## src/pei_pkg.sv

```systemverilog
// package: constants and types for the phy event interrupt status block
package pei_pkg;
  timeunit 1ns;
  timeprecision 1ns;

  // ***************************************************
  // management register map
  // ***************************************************
  localparam logic [4:0] PEI_ADDR_IRQ_CTRL_STATUS = 5'h11;
  localparam logic [4:0] PEI_ADDR_AUTONEG_DIAG = 5'h12;
  localparam logic [15:0] PEI_IRQ_CTRL_STATUS_RESET = 16'h0000;
  localparam logic [15:0] PEI_AUTONEG_DIAG_RESET = 16'h0000;
  localparam logic [7:0] PEI_FLAGS_RESET = 8'h00;
  localparam logic [7:0] PEI_ENABLES_RESET = 8'h00;

  // field layout: flags in the low byte, enables in the high byte
  localparam int PEI_FLAG_LSB = 0;
  localparam int PEI_FLAG_MSB = 7;
  localparam int PEI_EN_LSB = 8;
  localparam int PEI_EN_MSB = 15;

  // ***************************************************
  // management frame format
  // ***************************************************
  localparam logic [1:0] PEI_OP_READ = 2'h2;
  localparam logic [1:0] PEI_OP_WRITE = 2'h1;
  localparam logic [5:0] PEI_PREAMBLE_LEN = 6'h20;
  localparam logic [4:0] PEI_CNT_OP_LAST = 5'h01;
  localparam logic [4:0] PEI_CNT_ADDR_LAST = 5'h04;
  localparam logic [4:0] PEI_CNT_TA_LAST = 5'h01;
  localparam logic [4:0] PEI_CNT_DATA_LAST = 5'h0f;
  localparam logic [4:0] PEI_CNT_ZERO = 5'h00;
  localparam logic [4:0] PEI_CNT_ONE = 5'h01;
  localparam logic [5:0] PEI_PRE_ONE = 6'h01;
  localparam logic [5:0] PEI_PRE_ZERO = 6'h00;

  // ***************************************************
  // types
  // ***************************************************
  // one bit per phy event, in register bit order
  typedef struct packed {
    logic babble;
    logic rx_fault;
    logic page_arrival;
    logic parallel_detect_fault;
    logic partner_ack;
    logic link_drop;
    logic far_end_fault;
    logic autoneg_done;
  } pei_events_t;

  // management pin drive pair, mdio already split into out/enable
  typedef struct packed {
    logic mdio_o;
    logic mdio_oe;
  } pei_mdio_drv_t;

  typedef enum logic [2:0] {
    PEI_ST_IDLE,
    PEI_ST_START,
    PEI_ST_OP,
    PEI_ST_PHYAD,
    PEI_ST_REGAD,
    PEI_ST_TA,
    PEI_ST_DATA
  } pei_state_t;

endpackage

```

## src/pei_phy_event_irq.sv

```systemverilog
// module: phy event interrupt control/status behind the mii management serial port
//
// Summary of operation
// eight event flags sit in bits 0 to 7 and each goes to 1 when its phy event happens.
// a read of the interrupt register returns the flags and then clears all eight.
// bits 8 to 15 are writable enables, bit n+8 letting flag n raise the phy interrupt.
// flag 7 is set on a jabber condition from the 10 Mb transmitter, enable bit 15.
// flag 6 is set on a receive error, enable bit 14.
// flag 5 is set when a new page arrives during auto-negotiation, enable bit 13.
// flag 4 is set on a parallel detection fault, enable bit 12.
// flag 3 is set when a link pulse burst with acknowledge arrives, enable bit 11.
// flag 2 is set when link status goes from good to failed, enable bit 10.
// flag 1 is set when the partner signals a remote fault, enable bit 9.
// flag 0 is set when auto-negotiation completes successfully, enable bit 8.
// the interrupt register is read at management address 0x11 over the serial port.
// after reset all enables and flags read zero.
// a read-only diagnostic register at address 0x12 reports the last negotiation, zero at reset.
// the phy interrupt is high while any flag and its enable are both 1.
module pei_phy_event_irq
  import pei_pkg::*;
#(
  parameter logic [4:0] PHY_ADDR = 5'h00
) (
  input wire logic clock,
  input wire logic rst,
  input wire logic mdc,
  input wire logic mdio_i,
  output logic mdio_o,
  output logic mdio_oe,
  input wire pei_events_t event_pulse,
  input wire logic link_ok,
  input wire logic [15:0] autoneg_result,
  output logic phy_irq
);
  timeunit 1ns;
  timeprecision 1ns;

  // ***************************************************
  // pin synchronisers
  // ***************************************************
  logic mdc_s1_r, mdc_s2_r, mdc_s3_r;
  logic mdio_s1_r, mdio_s2_r;
  logic mdc_rise;

  // the first stages feed only the second stages
  always_ff @(posedge clock) begin
    if (rst) begin
      mdc_s1_r <= 1'b0;
      mdc_s2_r <= 1'b0;
      mdc_s3_r <= 1'b0;
      mdio_s1_r <= 1'b1;
      mdio_s2_r <= 1'b1;
    end else begin
      mdc_s1_r <= mdc;
      mdc_s2_r <= mdc_s1_r;
      mdc_s3_r <= mdc_s2_r;
      mdio_s1_r <= mdio_i;
      mdio_s2_r <= mdio_s1_r;
    end
  end

  // mdc is slow next to the 10 MHz clock, so an edge detect is enough
  assign mdc_rise = mdc_s2_r & ~mdc_s3_r;

  // ***************************************************
  // register storage
  // ***************************************************
  logic [7:0] flags_r, flags_nxt;
  logic [7:0] enables_r;
  logic [15:0] diag_r;
  logic link_ok_d_r;
  logic rd_clr_r;
  logic wr_en_r;
  logic [15:0] wr_data_r;
  pei_events_t ev;

  function automatic logic [15:0] read_word(input logic [4:0] addr, input logic [7:0] en,
                                            input logic [7:0] fl, input logic [15:0] dg);
    if (addr == PEI_ADDR_IRQ_CTRL_STATUS) begin
      read_word = {en, fl};
    end else if (addr == PEI_ADDR_AUTONEG_DIAG) begin
      read_word = dg;
    end else begin
      read_word = 16'h0000;
    end
  endfunction

  function automatic logic addr_hit(input logic [4:0] addr);
    addr_hit = (addr == PEI_ADDR_IRQ_CTRL_STATUS) || (addr == PEI_ADDR_AUTONEG_DIAG);
  endfunction

  // ***************************************************
  // management frame engine
  // ***************************************************
  pei_state_t state_r;
  logic [5:0] pre_cnt_r;
  logic [4:0] bit_cnt_r;
  logic [15:0] shift_r;
  logic [1:0] op_r;
  logic [4:0] phyad_r;
  logic [4:0] regad_r;
  logic [15:0] rd_sh_r;
  logic sel_r;
  logic bit_in;
  logic read_sel;
  logic write_sel;

  assign bit_in = mdio_s2_r;
  assign read_sel = sel_r && (op_r == PEI_OP_READ);
  assign write_sel = sel_r && (op_r == PEI_OP_WRITE);

  // a frame needs a full preamble; suppressed preambles are not accepted
  always_ff @(posedge clock) begin
    if (rst) begin
      state_r <= PEI_ST_IDLE;
      pre_cnt_r <= PEI_PRE_ZERO;
      bit_cnt_r <= PEI_CNT_ZERO;
      shift_r <= 16'h0000;
      op_r <= 2'h0;
      phyad_r <= 5'h00;
      regad_r <= 5'h00;
      sel_r <= 1'b0;
    end else begin
      if (mdc_rise) begin
        shift_r <= {shift_r[14:0], bit_in};
        bit_cnt_r <= bit_cnt_r + PEI_CNT_ONE;
        case (state_r)
          PEI_ST_IDLE: begin
            if (bit_in) begin
              if (pre_cnt_r != PEI_PREAMBLE_LEN) begin
                pre_cnt_r <= pre_cnt_r + PEI_PRE_ONE;
              end
            end else begin
              pre_cnt_r <= PEI_PRE_ZERO;
              if (pre_cnt_r == PEI_PREAMBLE_LEN) begin
                state_r <= PEI_ST_START;
              end
            end
          end
          PEI_ST_START: begin
            bit_cnt_r <= PEI_CNT_ZERO;
            state_r <= bit_in ? PEI_ST_OP : PEI_ST_IDLE;
          end
          PEI_ST_OP: begin
            if (bit_cnt_r == PEI_CNT_OP_LAST) begin
              op_r <= {shift_r[0], bit_in};
              bit_cnt_r <= PEI_CNT_ZERO;
              if ({shift_r[0], bit_in} == PEI_OP_READ || {shift_r[0], bit_in} == PEI_OP_WRITE) begin
                state_r <= PEI_ST_PHYAD;
              end else begin
                state_r <= PEI_ST_IDLE;
              end
            end
          end
          PEI_ST_PHYAD: begin
            if (bit_cnt_r == PEI_CNT_ADDR_LAST) begin
              phyad_r <= {shift_r[3:0], bit_in};
              bit_cnt_r <= PEI_CNT_ZERO;
              state_r <= PEI_ST_REGAD;
            end
          end
          PEI_ST_REGAD: begin
            if (bit_cnt_r == PEI_CNT_ADDR_LAST) begin
              regad_r <= {shift_r[3:0], bit_in};
              sel_r <= (phyad_r == PHY_ADDR) && addr_hit({shift_r[3:0], bit_in});
              bit_cnt_r <= PEI_CNT_ZERO;
              state_r <= PEI_ST_TA;
            end
          end
          PEI_ST_TA: begin
            if (bit_cnt_r != PEI_CNT_ZERO) begin
              bit_cnt_r <= PEI_CNT_ZERO;
              state_r <= PEI_ST_DATA;
            end
          end
          PEI_ST_DATA: begin
            if (bit_cnt_r == PEI_CNT_DATA_LAST) begin
              pre_cnt_r <= PEI_PRE_ZERO;
              state_r <= PEI_ST_IDLE;
            end
          end
          default: begin
            state_r <= PEI_ST_IDLE;
          end
        endcase
      end
    end
  end

  // ***************************************************
  // read data driver
  // ***************************************************
  // the pin turns around only for a selected read, so a stray frame never fights the master
  always_ff @(posedge clock) begin
    if (rst) begin
      rd_sh_r <= 16'h0000;
      mdio_o <= 1'b0;
      mdio_oe <= 1'b0;
    end else if (mdc_rise) begin
      case (state_r)
        PEI_ST_TA: begin
          if (read_sel) begin
            if (bit_cnt_r == PEI_CNT_ZERO) begin
              // turnaround zero, and the word is frozen here so the clear is safe
              mdio_oe <= 1'b1;
              mdio_o <= 1'b0;
              rd_sh_r <= read_word(regad_r, enables_r, flags_r, diag_r);
            end else begin
              mdio_o <= rd_sh_r[15];
              rd_sh_r <= {rd_sh_r[14:0], 1'b0};
            end
          end
        end
        PEI_ST_DATA: begin
          if (bit_cnt_r == PEI_CNT_DATA_LAST) begin
            mdio_oe <= 1'b0;
            mdio_o <= 1'b0;
          end else if (read_sel) begin
            mdio_o <= rd_sh_r[15];
            rd_sh_r <= {rd_sh_r[14:0], 1'b0};
          end
        end
        default: begin
          mdio_oe <= 1'b0;
          mdio_o <= 1'b0;
        end
      endcase
    end
  end

  // ***************************************************
  // register access strobes
  // ***************************************************
  // one-clock strobes; flags and enables act on them a clock later
  always_ff @(posedge clock) begin
    if (rst) begin
      rd_clr_r <= 1'b0;
      wr_en_r <= 1'b0;
      wr_data_r <= 16'h0000;
    end else begin
      rd_clr_r <= 1'b0;
      wr_en_r <= 1'b0;
      if (mdc_rise && read_sel && state_r == PEI_ST_TA && bit_cnt_r == PEI_CNT_ZERO) begin
        rd_clr_r <= (regad_r == PEI_ADDR_IRQ_CTRL_STATUS);
      end
      if (mdc_rise && write_sel && state_r == PEI_ST_DATA && bit_cnt_r == PEI_CNT_DATA_LAST) begin
        wr_en_r <= (regad_r == PEI_ADDR_IRQ_CTRL_STATUS);
        wr_data_r <= {shift_r[14:0], bit_in};
      end
    end
  end

  // ***************************************************
  // event flags
  // ***************************************************
  always_comb begin
    ev = event_pulse;
    // only the good-to-failed edge counts, recovery is silent
    ev.link_drop = link_ok_d_r & ~link_ok;
  end

  always_comb begin
    flags_nxt = flags_r;
    if (rd_clr_r) begin
      flags_nxt = PEI_FLAGS_RESET;
    end
    // an event landing on the clearing read survives into the next read
    flags_nxt = flags_nxt | ev;
  end

  always_ff @(posedge clock) begin
    if (rst) begin
      flags_r <= PEI_FLAGS_RESET;
      link_ok_d_r <= 1'b0;
    end else begin
      flags_r <= flags_nxt;
      link_ok_d_r <= link_ok;
    end
  end

  // ***************************************************
  // enables and diagnostic
  // ***************************************************
  // writes to the low byte are ignored, flags only clear by reading
  always_ff @(posedge clock) begin
    if (rst) begin
      enables_r <= PEI_ENABLES_RESET;
    end else if (wr_en_r) begin
      enables_r <= wr_data_r[PEI_EN_MSB:PEI_EN_LSB];
    end
  end

  always_ff @(posedge clock) begin
    if (rst) begin
      diag_r <= PEI_AUTONEG_DIAG_RESET;
    end else begin
      diag_r <= autoneg_result;
    end
  end

  // ***************************************************
  // interrupt line
  // ***************************************************
  always_ff @(posedge clock) begin
    if (rst) begin
      phy_irq <= 1'b0;
    end else begin
      phy_irq <= |(flags_r & enables_r);
    end
  end

endmodule

```

## config.mk

```make
export PLATFORM = sky130hd
export DESIGN_NAME = pei_phy_event_irq
export DESIGN_NICKNAME = d
export VERILOG_FILES = /design/src/pei_pkg.sv /design/src/pei_phy_event_irq.sv
export SDC_FILE = /design/constraint.sdc
export NUM_CORES = 1
export LEC_CHECK = 0
export ABC_CLOCK_PERIOD_IN_PS = 2500
export BUFFER_PORTS_ARGS = -buffer_cell sky130_fd_sc_hd__buf_4
export CAP_MARGIN = 20
export CORE_MARGIN = 8
export CORE_UTILIZATION = 30
export CTS_CLUSTER_SIZE = 16
export DETAILED_ROUTE_END_ITERATION = 8
export PLACE_DENSITY = 0.55
export SLEW_MARGIN = 20
export SYNTH_ARGS = -nofsm -noshare
export SYNTH_HDL_FRONTEND = slang
export SYNTH_SLANG_ARGS = --single-unit
```

## constraint.sdc

```tcl
create_clock -name clock -period 2.5 [get_ports clock]
set_clock_uncertainty 0.15 [all_clocks]
set_input_delay 0.375 -clock clock [delete_from_list [all_inputs] [get_ports clock]]
set_output_delay 0.375 -clock clock [all_outputs]
set_load 0.01 [all_outputs]
```

==> impl_metrics.csv <==
group,metric,value,unit
synth,synth_top_area_cell,"dfxtp_1",
timing,slew_viol_final,0,
cells_and_area,fill_cells,1646,
global_routing,grt_first_pass_wirelength,18.30,mm
synth,ys.flop_type,"dfxtp_1",
pwr,power.total,0.003269,W
pwr,powerDensity,581.2,nW/um^2
clocking,cts_buffers,9,
global_routing,grt.met2_usage,18.10,%
worst_hold_path,hold_class,"in -> reg",
global_routing,grt_max_degree,84,
worst_setup_path,start_kind,"flip-flop",
cells_and_area,fin_util,35.53,%
worst_setup_path,cp_cell_sequence,"ha_1 -> and3_1 -> ha_1 -> nor4bb_2 -> buf_4 -> o211a_4 -> clkbuf_16 -> nand3_1 -> a31oi_1",
route,avgViaCountPerCell,4.950,
timing,tightest_slew,0.8437,ns
cells_and_area,multi_input_area,2338,sq um
outcome,status,"finished, final reports clean",
worst_setup_path,cp_max_fo,16,
timing,finalCriticalPeriod,2.330,ns
synth,ys_ff_latch,109,
cells_and_area,register_area,2182,sq um
cells_and_area,antenna_cells,0,
global_routing,antenna_found_initial,0,
floorplanning,core_area,15830,sq um
clocking,clk-insertion-delay-late,0.34,ns
pwr,p_seq_share,54.6,%
synth,syn-num-nets,615,
global_routing,grt_util_met1,13.64,%
synth,netlist_instances,578,
floorplanning,initial_utilization,30.57,%
worst_setup_path,worst_path_most_repeated_cell,"ha_1",
synth,syn_avg_cell_area,8.371,sq um
placed_design,place_congestion,0.7594,
cells_and_area,nets,630,
cells_and_area,drive_gt1_share,13.57,%
route,first_pass_iters,5,
cells_and_area,synthToLayoutAreaGrowth,16.24,%
placed_design,pre_cts_ws,0.09872,ns
global_routing,gr-total-overflow,0,
synth,yosys_warnings,0,
global_routing,global_route.usage.met3,1.202,%
synth,yosysSeqAreaShare,45.10,%
worst_setup_path,arrival,2.44,ns
worst_setup_path,cp_data_required_time,2.61,ns
floorplanning,die_w,143.0,um
synth,synth.distinct_cells,51,
route,drt.antenna.violating_nets,0,
timing,fin_crit_sh,93.22,%
synth,synth_most_common_cell,"dfxtp_1",
pwr,comb_power_share,4.8,%
clocking,ctsHtreeMaxLevel,3,
pwr,intPower,0.002540,W
worst_setup_path,end_kind,"flip-flop",
timing,hold_viol,0,
pwr,clockPowerShare,40.6,%
placed_design,numPortBuffers,30,
clocking,cts_tree,"done",
synth,synthArstFlopShare,0,%
clocking,cts.sinks,109,
worst_setup_path,crit_path_top_delay_cell,"dfxtp_1",
timing,slew_headroom,43.75,%
synth,synthTopCellsByCount,"dfxtp_1, nand2_1, inv_1, nor2_1",
clocking,cts_root_buffer,"clkbuf_16",
clocking,clk_pin_slew,0.06,ns
job,cap_violations,0,
route,wl_per_cell,13.13,um
route,drc_errors,0,
floorplanning,die_h,143.0,um
timing,setup_viol,0,
pwr,p_sw_share,22.29,%
global_routing,grt_pass1_vias,3878,
floorplanning,ioPinCount,32,
synth,synth.top_cells.by_area,"dfxtp_1, mux2i_1, nand2_1, a21oi_1, nor3_1",
synth,netlist_area,4838,sq um
synth,synth_edf_count,0,
timing,fmax,429.1,MHz
floorplanning,die-area,20450,sq um
pwr,p_sw,0.0007287,W
route,vias,4024,
placed_design,dp.final_hpwl,7.334,mm
timing,fin_ws,0.1696,ns
global_routing,grt.total_usage,10.76,%
floorplanning,num_rows,46,
route,routed_wl,10.68,mm
synth,synth_top_area_share,45.10,%
clocking,clk_path_buf_depth,2,
worst_setup_path,critical_path_class,"reg -> reg",
pwr,leakage,2.001,nW
pwr,irDropWorstVdd,0.2779,mV
worst_setup_path,cp_slowest_stage_delay,0.32,ns
route,drt_iter0_drc,278,
global_routing,busiest_layer,"met2",
## path summary, 6_finish.rpt
path	to	depth (start not counted)	slack, ns	from
worst max-delay path	rd_sh_r[14]	9	0.17	bit_cnt_r[0]
worst min-delay path	mdio_s1_r	2	0.08	mdio_i
worst max register to register	rd_sh_r[14]	9	0.17	bit_cnt_r[0]
worst min register to register	bit_in	1	0.27	mdio_s1_r
## cell type report
cell class              count  area share [%]
clock buffers              11           4.316
clock inverters             4          0.5562
inverters                  43           2.870
multi-input cells         381           41.58
flip-flops and latches    109           38.80
well taps                 216           4.805
repair buffers             49           7.075
## flip-flops by register name (all words and copies together) (netlist names), 2 cells and up
| signal | cells |
|---|---|
| shift_r | 15 |
| state_r | 3 |
| regad_r | 5 |
| flags_r | 8 |
| pre_cnt_r | 6 |
| rd_sh_r | 16 |
| diag_r | 16 |
| wr_data_r | 8 |
| op_r | 2 |
| phyad_r | 5 |
| enables_r | 8 |
| bit_cnt_r | 5 |
## power groups by stage
stage	Combinational [W]	Sequential, W	Clock [W]
3_5_place_dp	0.000158	0.00182	0
6_report	0.000158	0.00178	0.00133
5_1_grt	0.000178	0.00179	0.00144
3_3_place_gp	0.000156	0.00182	0
2_1_floorplan	0.000100	0.00182	0
4_1_cts	0.000160	0.00178	0.00137
## placed cells by master, fill, tap and decap left out, drive strengths merged, types with 3 or more instances in the layout
cell type and count:
or4 3, dfxtp 109, or2 4, o21ai 9, mux2i 25, inv 45
nand3 27, nor2 40, and3b 3, or3b 3, o211ai 18, nand4b 3
nand4 5, clkbuf 12, or3 4, nor2b 24, nor4 3, nand2b 6
buf 48, a31oi 18, ha 8, a22oi 6, o31ai 4, nand4bb 3
nor3 38, a21oi 38, nand2 58
## routing by layer
layer  up-vias  share of wire [%]
met5         -                  0
met4         0                1.6
met3        10                3.5
met2        74                 47
met1      1905                 48
li1       2035                  -
## cells by family after synthesis
family	synth area share (%)
and+or+nand+nor	25.86
xor gates and xnor gates	0.3621
AOI/OAI and AO/OA	13.94
muxes	5.637
DFF	45.10
adders and majority gates	2.069
buffers and inverters	7.034
## critical path, delay by kind of cell (launching register included)
family / cells / cell delay (ns)
simple gates: 3 / 0.59
compound gates: 2 / 0.38
buf+inv: 2 / 0.37
fa+ha+maj: 2 / 0.45
flops: 1 / 0.32
## stage by stage
stage               instances  setup TNS, ns  instance area, sq um  hold WS (ns)
finish                    813              0                  5624       0.07800
global route              813      -0.002374                  5624       0.07249
CTS                       811              0                  5572       0.06270
detailed placement        796              0                  5298        0.2476
global placement          796              0                  5298        0.2500
floorplan                 578              0                  4838        0.2395
## repair_timing
item,4_1_cts,5_1_grt
hold buffers,0,0
resized for setup,0,3
endpoints found under the hold margin,0,0
setup endpoints to repair,0,18
setup buffers,0,1
Note: power is estimated with default switching activity, not from simulation.
